**config.mk**
```make
export PLATFORM = sky130hd
export DESIGN_NAME = hpc_slot_caps
export DESIGN_NICKNAME = d
export VERILOG_FILES = /design/src/inc/hpc_pkg.sv /design/src/design/hpc_sync.sv /design/src/design/hpc_slot_caps.sv
export SDC_FILE = /design/constraint.sdc
export NUM_CORES = 1
export LEC_CHECK = 0
export BUFFER_PORTS_ARGS = -buffer_cell sky130_fd_sc_hd__buf_2
export CAP_MARGIN = 20
export CORE_ASPECT_RATIO = 1.2
export CORE_MARGIN = 1
export CORE_UTILIZATION = 35
export DETAILED_ROUTE_END_ITERATION = 6
export SYNTH_ARGS = -nofsm -noshare
export SYNTH_HDL_FRONTEND = slang
export SYNTH_SLANG_ARGS = --single-unit
```
**constraint.sdc**
```tcl
create_clock -name aclk -period 2.6 [get_ports aclk]
set_input_delay 0.52 -clock aclk [delete_from_list [all_inputs] [get_ports aclk]]
set_output_delay 0.52 -clock aclk [all_outputs]
set_load 0.05 [all_outputs]
```
**src/inc/hpc_pkg.sv**
```systemverilog
// Summary of operation
// - Fast input means slot is PCI-X capable.
// - Top-speed input low 66 MHz, high 133.
// - Bus starts conventional 33 MHz before scan.
// - Slot one used for codes 1111, 1001, 1010.
// - Slot two used only for code 1010.
// - Two presence inputs give presence and power.
package hpc_pkg;

    localparam logic [3:0]  CFG_ONE_NO_GLUE = 4'hF;
    localparam logic [3:0]  CFG_SINGLE_PAR  = 4'h9;
    localparam logic [3:0]  CFG_DUAL_PAR    = 4'hA;

    localparam int          SYNC_W      = 12;
    localparam logic [11:0] SYNC_INIT   = 12'hCC0;
    localparam int          IN_CODE_LO  = 0;
    localparam int          IN_S1_LO    = 4;
    localparam int          IN_S2_LO    = 8;
    localparam int          PIN_FAST    = 0;
    localparam int          PIN_TOP     = 1;
    localparam int          PIN_PA      = 2;
    localparam int          PIN_PB      = 3;

    localparam logic [31:0] ADDR_STATUS  = 32'h0000_0000;
    localparam logic [31:0] ADDR_CONTROL = 32'h0000_0004;
    localparam logic [31:0] ADDR_CONFIG  = 32'h0000_0008;

    localparam int          ST_SLOT1_LO  = 0;
    localparam int          ST_SLOT2_LO  = 8;
    localparam int          ST_MODE_LO   = 16;
    localparam int          ST_MHZ_LO    = 24;
    localparam int          CT_MODE_LO   = 0;
    localparam int          CT_APPLY_BIT = 8;

    localparam logic [1:0]  RESP_OKAY    = 2'h0;
    localparam logic [1:0]  RESP_SLVERR  = 2'h2;

    // Bus rates in MHz: 33, 66 and 133.
    localparam logic [7:0]  MHZ_CONV     = 8'h21;
    localparam logic [7:0]  MHZ_PCIX66   = 8'h42;
    localparam logic [7:0]  MHZ_PCIX133  = 8'h85;

    typedef enum logic [1:0] {
        HPC_CONV33,
        HPC_PCIX66,
        HPC_PCIX133
    } hpc_mode_t;

    typedef struct packed {
        logic       valid;
        logic       present;
        logic [1:0] power_class;
        logic       top_speed;
        logic       fast_capable;
    } hpc_slot_caps_t;

endpackage : hpc_pkg

```
**src/design/hpc_sync.sv**
```systemverilog
`timescale 1ns/10ps
module hpc_sync #(
    parameter int                WIDTH = 1,
    parameter logic [WIDTH-1:0]  INIT  = '0
) (
    input  wire logic             aclk,
    input  wire logic             aresetn,
    input  wire logic [WIDTH-1:0] raw_in,
    output logic      [WIDTH-1:0] stable_out
);
    import hpc_pkg::*;

    logic [WIDTH-1:0] s1;
    logic [WIDTH-1:0] s2;
    logic [WIDTH-1:0] s3;
    wire  [WIDTH-1:0] agree = ~(s2 ^ s3);
    wire  [WIDTH-1:0] next_stable = (agree & s2) | (~agree & stable_out);

    // A bit moves only once the second and third stages agree, so a
    // glitch shorter than a clock never reaches firmware.
    always_ff @(posedge aclk) begin
        if (!aresetn) begin
            s1         <= INIT;
            s2         <= INIT;
            s3         <= INIT;
            stable_out <= INIT;
        end else begin
            s1         <= raw_in;
            s2         <= s1;
            s3         <= s2;
            stable_out <= next_stable;
        end
    end
endmodule : hpc_sync

```
**src/design/hpc_slot_caps.sv**
```systemverilog
`timescale 1ns/10ps
module hpc_slot_caps (
    input  wire logic                   aclk,
    input  wire logic                   aresetn,
    input  wire logic [3:0]             slot_config_code,
    input  wire logic                   slot1_fast_capable_in,
    input  wire logic                   slot1_top_speed_in,
    input  wire logic                   slot1_presence_a_n,
    input  wire logic                   slot1_presence_b_n,
    input  wire logic                   slot2_fast_capable_in,
    input  wire logic                   slot2_top_speed_in,
    input  wire logic                   slot2_presence_a_n,
    input  wire logic                   slot2_presence_b_n,
    output hpc_pkg::hpc_slot_caps_t     slot1_caps,
    output hpc_pkg::hpc_slot_caps_t     slot2_caps,
    output hpc_pkg::hpc_mode_t          bus_mode,
    output logic                        bus_reset_pulse,
    input  wire logic [31:0]            awaddr,
    input  wire logic                   awvalid,
    output logic                        awready,
    input  wire logic [31:0]            wdata,
    input  wire logic [3:0]             wstrb,
    input  wire logic                   wvalid,
    output logic                        wready,
    output logic [1:0]                  bresp,
    output logic                        bvalid,
    input  wire logic                   bready,
    input  wire logic [31:0]            araddr,
    input  wire logic                   arvalid,
    output logic                        arready,
    output logic [31:0]                 rdata,
    output logic [1:0]                  rresp,
    output logic                        rvalid,
    input  wire logic                   rready
);
    import hpc_pkg::*;

    logic [SYNC_W-1:0] sync_q;
    wire  [SYNC_W-1:0] raw_pins = {slot2_presence_b_n, slot2_presence_a_n,
                                   slot2_top_speed_in, slot2_fast_capable_in,
                                   slot1_presence_b_n, slot1_presence_a_n,
                                   slot1_top_speed_in, slot1_fast_capable_in,
                                   slot_config_code};

    hpc_sync #(
        .WIDTH (SYNC_W),
        .INIT  (SYNC_INIT)
    ) u_sync (
        .aclk       (aclk),
        .aresetn    (aresetn),
        .raw_in     (raw_pins),
        .stable_out (sync_q)
    );

    wire [3:0] code = sync_q[IN_CODE_LO +: 4];
    wire [3:0] s1   = sync_q[IN_S1_LO +: 4];
    wire [3:0] s2   = sync_q[IN_S2_LO +: 4];

    wire slot1_en = (code == CFG_ONE_NO_GLUE) || (code == CFG_SINGLE_PAR)
                 || (code == CFG_DUAL_PAR);
    wire slot2_en = (code == CFG_DUAL_PAR);

    // A card is in when either presence contact is pulled low; the pair,
    // inverted, is the card's power class code.
    wire s1_in = ~(s1[PIN_PA] & s1[PIN_PB]);
    wire s2_in = ~(s2[PIN_PA] & s2[PIN_PB]);

    hpc_slot_caps_t next_slot1;
    hpc_slot_caps_t next_slot2;
    assign next_slot1 = {slot1_en, slot1_en & s1_in,
                         {2{slot1_en}} & ~{s1[PIN_PB], s1[PIN_PA]},
                         slot1_en & s1[PIN_TOP],
                         slot1_en & s1[PIN_FAST]};
    assign next_slot2 = {slot2_en, slot2_en & s2_in,
                         {2{slot2_en}} & ~{s2[PIN_PB], s2[PIN_PA]},
                         slot2_en & s2[PIN_TOP],
                         slot2_en & s2[PIN_FAST]};

    // A faster mode is granted only if every installed, enabled card
    // supports it; an empty bus stays conventional.
    wire any_in  = slot1_caps.present | slot2_caps.present;
    wire fast_ok = any_in
                 & (~slot1_caps.present | slot1_caps.fast_capable)
                 & (~slot2_caps.present | slot2_caps.fast_capable);
    wire top_ok  = fast_ok
                 & (~slot1_caps.present | slot1_caps.top_speed)
                 & (~slot2_caps.present | slot2_caps.top_speed);

    hpc_mode_t mode_req;
    hpc_mode_t granted;

    logic [7:0] bus_mhz;
    always_comb begin
        case (bus_mode)
            HPC_PCIX66:  bus_mhz = MHZ_PCIX66;
            HPC_PCIX133: bus_mhz = MHZ_PCIX133;
            default:     bus_mhz = MHZ_CONV;
        endcase
    end

    // Write channel: address and data are held apart until both are in.
    logic        aw_held;
    logic        w_held;
    logic [31:0] aw_addr;
    logic [31:0] w_data;
    logic [3:0]  w_strb;

    assign awready = ~aw_held & ~bvalid;
    assign wready  = ~w_held & ~bvalid;
    assign arready = ~rvalid;

    wire do_write  = aw_held & w_held & ~bvalid;
    wire wr_mapped = (aw_addr == ADDR_STATUS) || (aw_addr == ADDR_CONTROL)
                  || (aw_addr == ADDR_CONFIG);
    wire wr_ctrl   = do_write & (aw_addr == ADDR_CONTROL);
    wire set_mode  = wr_ctrl & w_strb[0];
    wire apply     = wr_ctrl & w_strb[1] & w_data[CT_APPLY_BIT];

    // A request written in the same word as the apply bit takes effect at
    // once; code 3 names no mode and so grants the conventional bus.
    wire [1:0] req_bits = set_mode ? w_data[CT_MODE_LO +: 2] : mode_req;
    assign granted = (req_bits == HPC_PCIX133 && top_ok) ? HPC_PCIX133 :
                     ((req_bits == HPC_PCIX66 || req_bits == HPC_PCIX133)
                      && fast_ok) ? HPC_PCIX66 : HPC_CONV33;

    wire [31:0] st_word = {bus_mhz, 6'h00, bus_mode,
                           2'h0, slot2_caps, 2'h0, slot1_caps};
    wire [31:0] ct_word = {30'h0, mode_req};
    wire [31:0] cf_word = {28'h000_0000, code};
    wire [31:0] ar_addr = {araddr[31:2], 2'b00};
    wire        rd_map  = (ar_addr == ADDR_STATUS)
                       || (ar_addr == ADDR_CONTROL)
                       || (ar_addr == ADDR_CONFIG);
    wire [31:0] rd_word = (ar_addr == ADDR_STATUS)  ? st_word :
                          (ar_addr == ADDR_CONTROL) ? ct_word :
                          (ar_addr == ADDR_CONFIG)  ? cf_word : 32'h0000_0000;

    always_ff @(posedge aclk) begin
        if (!aresetn) begin
            slot1_caps <= '0;
            slot2_caps <= '0;
        end else begin
            slot1_caps <= next_slot1;
            slot2_caps <= next_slot2;
        end
    end

    // The bus only changes mode at a firmware-ordered reset, never while
    // cards are running; system reset leaves it conventional, a bus reset leaves it in the granted mode.
    always_ff @(posedge aclk) begin
        if (!aresetn) begin
            mode_req        <= HPC_CONV33;
            bus_mode        <= HPC_CONV33;
            bus_reset_pulse <= 1'b0;
        end else begin
            if (set_mode) begin
                mode_req <= hpc_mode_t'(w_data[CT_MODE_LO +: 2]);
            end
            if (apply) begin
                bus_mode <= granted;
            end
            bus_reset_pulse <= apply;
        end
    end

    always_ff @(posedge aclk) begin
        if (!aresetn) begin
            aw_held <= 1'b0;
            w_held  <= 1'b0;
            aw_addr <= 32'h0000_0000;
            w_data  <= 32'h0000_0000;
            w_strb  <= 4'h0;
            bvalid  <= 1'b0;
            bresp   <= RESP_OKAY;
        end else begin
            if (awvalid && awready) begin
                aw_held <= 1'b1;
                aw_addr <= {awaddr[31:2], 2'b00};
            end
            if (wvalid && wready) begin
                w_held <= 1'b1;
                w_data <= wdata;
                w_strb <= wstrb;
            end
            if (do_write) begin
                aw_held <= 1'b0;
                w_held  <= 1'b0;
                bvalid  <= 1'b1;
                bresp   <= wr_mapped ? RESP_OKAY : RESP_SLVERR;
            end else if (bvalid && bready) begin
                bvalid <= 1'b0;
            end
        end
    end

    always_ff @(posedge aclk) begin
        if (!aresetn) begin
            rvalid <= 1'b0;
            rdata  <= 32'h0000_0000;
            rresp  <= RESP_OKAY;
        end else if (arvalid && arready) begin
            rvalid <= 1'b1;
            rdata  <= rd_word;
            rresp  <= rd_map ? RESP_OKAY : RESP_SLVERR;
        end else if (rready) begin
            rvalid <= 1'b0;
        end
    end
endmodule : hpc_slot_caps

```
## Word level (Yosys, flattened, before mapping)

Cells that the tools add are included.
Widths: inputs -> output; s select.

- Eq/ne operators: 11
- Muxes and demuxes: 13
- Bitwise logic cells: 44
- Reductions and logical operators: 18

Operators with widths:

| kind | number |
|---|---|
| $logic_not 32->1 | 2 |
| $eq 30x1->1 const B | 2 |
| $eq 30x2->1 const B | 2 |
| $mux 32 | 1 |
| $and 12x12->12 | 2 |
| $not 12->12 | 2 |
| $and 1x1->1 | 20 |
| $pmux 8 s2 | 1 |
| $eq 4x4->1 const B | 3 |
| $or 12x12->12 | 1 |
| $xor 12x12->12 | 1 |
| $not 1->1 | 9 |
| $mux 2 | 4 |
| $mux 4 | 2 |
| $logic_or 1x1->1 | 7 |
| $logic_and 1x1->1 | 6 |
| $mux 1 | 5 |
| $or 1x1->1 | 5 |
| $and 2x2->2 | 2 |
| $eq 2x1->1 const B | 2 |
| $eq 2x2->1 const B | 2 |
| $not 2->2 | 2 |
| $reduce_bool 2->1 | 2 |
| $reduce_or 2->1 | 1 |

- Register bits: 146
- Input port bits: 119
- Word-level logic and storage cells: 113

## Longest topological paths before layout

- Depth in word-level cells: 10
- Gate-level depth with buffers: 8
- Depth with buffers taken out: 8

## Modules after synthesis

A second synthesis with hierarchy kept.

- Cells, all modules: 463
- Area, all modules: 4519.3 um2

Modules (own cells, without submodules):

| module | times used | cells an instance | area each (um2) | seq. area each (um2) |
|---|---|---|---|---|
| hpc_slot_caps | 1 | 337 | 3093.0 | 1521.5 |
| hpc_sync | 1 | 126 | 1426.4 | 960.9 |

## Least setup slack after synthesis

No wires, ideal clock.

- Kind: flip-flop to flip-flop
- From: register bvalid
- To: register bus_mode[0]
- Arrival: 2.328 ns
- Data required time: 2.528 ns
- Path slack: 0.200 ns
- Stages on the path, launching flop included: 7
- Buffers on the path: 0
- Cell sequence: dfxtp_1 > or2_2 > nor4_4 > mux2_1 > ha_1 > or3_1 > mux2i_1

- Cells in the longest elaborated chain, start to end: 10

Ends and longest elaborated chain:

| item | RTL line | source |
|---|---|---|
| start, declared | hpc_slot_caps.sv:26 | `output logic bvalid,` |
| start signal, assigned | hpc_slot_caps.sv:173 | `bvalid <= 1'b0;` |
| start signal, assigned | hpc_slot_caps.sv:188 | `bvalid <= 1'b1;` |
| start signal, assigned | hpc_slot_caps.sv:191 | `bvalid <= 1'b0;` |
| $not 1->1 (*) | hpc_slot_caps.sv:112 | `wire do_write = aw_held & w_held & ~bvalid;` |
| $and 1x1->1 (*) | hpc_slot_caps.sv:112 |  |
| $and 1x1->1 (*) | hpc_slot_caps.sv:115 | `wire wr_ctrl = do_write & (aw_addr == ADDR_CONTROL);` |
| $and 1x1->1 (*) | hpc_slot_caps.sv:116 | `wire set_mode = wr_ctrl & w_strb[0];` |
| $mux 2 (*) | -- |  |
| named net req_bits[1] | hpc_slot_caps.sv:121 | `wire [1:0] req_bits = set_mode ? w_data[CT_MODE_LO +: 2] : mode_req;` |
| $eq 2x1->1 or $eq 2x2->1 (tied branches) | hpc_slot_caps.sv:123, hpc_slot_caps.sv:122 |  |
| $logic_or 1x1->1 | hpc_slot_caps.sv:123 | `((req_bits == HPC_PCIX66 \|\| req_bits == HPC_PCIX133)` |
| $logic_and 1x1->1 | hpc_slot_caps.sv:124 | `&& fast_ok) ? HPC_PCIX66 : HPC_CONV33;` |
| $mux 1 | hpc_slot_caps.sv:124 |  |
| $mux 2 (*) | hpc_slot_caps.sv:122 | `assign granted = (req_bits == HPC_PCIX133 && top_ok) ? HPC_PCIX133 :` |
| end signal, assigned | hpc_slot_caps.sv:160 | `bus_mode <= granted;` |
| end, declared | hpc_slot_caps.sv:16 | `output hpc_pkg::hpc_mode_t bus_mode,` |

The timed path passes the listed nets; every way through them passes the cells marked *.
A chain may end at the register's enable or synchronous reset.

## Worst setup path after layout

- From: register aw_addr[15]
- To: register bus_mode[0]

- Cells in the longest elaborated chain, start to end: 9

Ends and longest elaborated chain:

| item | RTL line | source |
|---|---|---|
| start, declared | hpc_slot_caps.sv:104 | `logic [31:0] aw_addr;` |
| start signal, assigned | hpc_slot_caps.sv:178 | `aw_addr <= {awaddr[31:2], 2'b00};` |
| $eq 30x1->1 (*) | hpc_slot_caps.sv:115 |  |
| $and 1x1->1 (*) | hpc_slot_caps.sv:115 |  |
| $and 1x1->1 (*) | hpc_slot_caps.sv:116 |  |
| $mux 2 (*) | -- |  |
| named net req_bits[1] | hpc_slot_caps.sv:121 |  |
| $eq 2x1->1 or $eq 2x2->1 (tied branches) | hpc_slot_caps.sv:123, hpc_slot_caps.sv:122 |  |
| $logic_or 1x1->1 | hpc_slot_caps.sv:123 |  |
| $logic_and 1x1->1 | hpc_slot_caps.sv:124 |  |
| $mux 1 | hpc_slot_caps.sv:124 |  |
| $mux 2 (*) | hpc_slot_caps.sv:122 |  |

Marks and branches as above.

==> metrics <==
vias per cell=4.589; Max Cap Viol=0; wire length on met3=473 um; Seq cells post-synth=124; Synth Warn #=0; worst skew pair latency=0.41 ns; Fin. Hold Viols=0; critical path depth=7; Worst path max stage delay=0.36 ns; Die X=105.8 um; cell count after synthesis=496; post-synthesis sequential area ratio=54.87%; leading area contributor after synthesis=dfxtp_1; worst reg2reg path depth=7; Async SR Flop Fraction=0%; Clock Pin Slew Worst Setup and Hold Paths=0.06 ns; Crit path max-delay family=simple AND/OR/NAND/NOR gates; top layer in use=met4; WP data arrival=2.79 ns; Worst Skew=0.006118 ns; total die area=13,390 sq um; DRC violations left=0; final setup vio count=0; H-tree depth=4; drt wl/cell=12.32 um; met1 WL=4176 um; vias in the first global route=3,393; share of layout cells above drive strength 1=28.37%; startpoint types=flop; Slowest-stage cell, CP=nor4_4; CP max FO=2; PD cells=808.5 nW/um^2; fmax=0.4084 GHz; CTS tree=built; CP Buf/Inv Count=0; Hold/Removal Path Class=input port to flop; period utilization=94.17%; placer congestion estimate=0.7942; drt first pass iters=4; area delta synth->final=29.84%; syn avg cell area=9.122 sq um; CTS Buffer Depth=2; hpwl dp=7030 um; worst-path cell chain=nor4_1, nand4_1, nor4_4, mux2_1, ha_1, or3_1, mux2i_1; Num CTS Buffers=17; Core Area=12,610 sq um; Worst-Margin Slew=0.6934 ns; Clock Sinks=124; Max VDD drop=344.0 uV; Distinct cells, synth=38; PortBufs=125; Setup Total Neg Slack=0 ns; Hold Worst Slack=0.2914 ns; Synth Cell Area=4524 sq um; Post-synth top flop=dfxtp_1; WL final=9798 um; Nets=742; EDFF count, synth=0; fin crit period=2.448 ns; DR iter-0 viols=123; fillers=1,250; largest net degree at the start of global routing=41; leak pwr=0.002488 uW; Die Y=126.5 um; CTS Root Cell=clkbuf_16; Slew Limit Fails=0; Vias=3,648; All-Layer GR Usage=15.26%; Starting Density=35.87%; critical path capture point type=flop; Synth area leaders=dfxtp_1 (55%), nand2_1 (7.8%), a21oi_1 (6.6%); outcome=completed; Rel. slew slack=53.77%; ANT nets after route=0; # IOs=175; critical path class=flop to flop; share of the synthesized area in the top cell type=54.87%; RSZ-0062 raised after global routing=false; first-pass GRT wire length=15,830 um; Met2 Routed Length=4975 um; antenna violations before repair=0; postcts setup bufs=0; Crit path required time=2.94 ns; hold path depth=2; row count=45; gr ovfl total=0; Diodes inserted=0
through the flow:
step           std cells  util, %  instance area [sq um]  setup slack (ns)  total power (uW)
4_1_cts              795    46.43                   5856           0.08181              4807
5_1_grt              795    46.58                   5874          0.009690              4938
3_5_place_dp         764    41.60                   5246           0.09041              2407
2_1_floorplan        509        -                   4573            0.2005              2299
6_report             795    46.58                   5874            0.1516              4750
3_3_place_gp         764    41.60                   5246            0.1331              2396
timing repair:
item	CTS	global route
hold buffers	0	0
resized for setup	0	3
endpoints found under the setup margin	0	2
cell families after synthesis:
group,synth area share (%)
other,0.08289
xor gates and xnor gates,0.1936
DFF,54.87
adders and majority gates,1.106
muxes,3.623
buffers and inverters,6.167
AOI/OAI and AO/OA,10.26
and+or+nand+nor,23.70
routing by layer:
| layer | GRT usage (%) | vias to the layer above |
|---|---|---|
| li1 | - | 1889 |
| met3 | 4.573 | 11 |
| met4 | 7.843 | 0 |
| met2 | 26.14 | 99 |
| met1 | 17.05 | 1649 |
| met5 | 0 | - |
cells in the final DEF, fill, tap and decap left out, types with 2 or more instances in the layout:
master	n
a21oi_1	60
a32oi_1	4
and2_1	30
buf_2	125
buf_4	9
bufinv_16	3
clkbuf_16	17
clkbuf_8	3
clkinv_2	2
clkinvlp_4	4
conb_1	14
dfxtp_1	124
ha_1	4
inv_1	8
mux2_2	2
mux2i_1	13
nand2_1	94
nand2b_1	14
nand3_1	2
nand4_1	15
nor2_1	29
nor2b_1	3
nor4_1	10
nor4_2	3
nor4_4	2
o21ai_0	14
o2bb2ai_1	2
or2_2	2
or4_4	2
registers in the layout, summed over array words and instances, names as in the netlist, named ones only:
signal           count
w_held               1
mode_req             2
aw_addr             30
rresp                1
u_sync.s1           12
slot2_caps           6
u_sync.s3           12
u_sync.s2           12
bvalid               1
aw_held              1
rvalid               1
w_data               3
bus_mode             2
bresp                1
w_strb               2
rdata               18
bus_reset_pulse      1
slot1_caps           6
worst paths after layout:
check	end	start	slack, ns
worst min-delay path	u_sync.s1[11]	slot2_presence_b_n	0.29
worst max register to register	bus_mode[0]	aw_addr[15]	0.15
worst min register to register	u_sync.s2[11]	u_sync.s1[11]	0.40
worst max-delay path	bus_mode[0]	aw_addr[15]	0.15
synth_stat cells (all sizes together) (2+ instances only):
cell and number:
nor2b 3, mux2i 13, o2bb2ai 2, nor2 29
clkbuf 23, ha 4, nand4 15, dfxtp 124
nand2b 15, mux2 3, nand2 94, a21oi 60
nand3 2, and2 30, a32oi 4, or4 3
buf 21, o21ai 14, or2 2, nor4 15
inv 9
layout make-up:
cell class,instances,area (sq um),share of cell area (%)
Clock inverter,10,138.9,2.364
Tap cell,164,205.2,3.493
Sequential cell,124,2482,42.26
Clock buffer,21,470.5,8.009
Timing Repair Buffer,135,713.2,12.14
Inverter,9,33.78,0.5751
Multi-Input combinational cell,332,1831,31.16
power by group:
| part | internal (uW) | leakage, uW | switching [uW] |
|---|---|---|---|
| clock network | 1580 | 0.000288 | 804 |
| registers | 1970 | 0.00101 | 36.3 |
| logic | 130 | 0.00119 | 233 |
No activity file was read; power rests on OpenSTA's default activity.
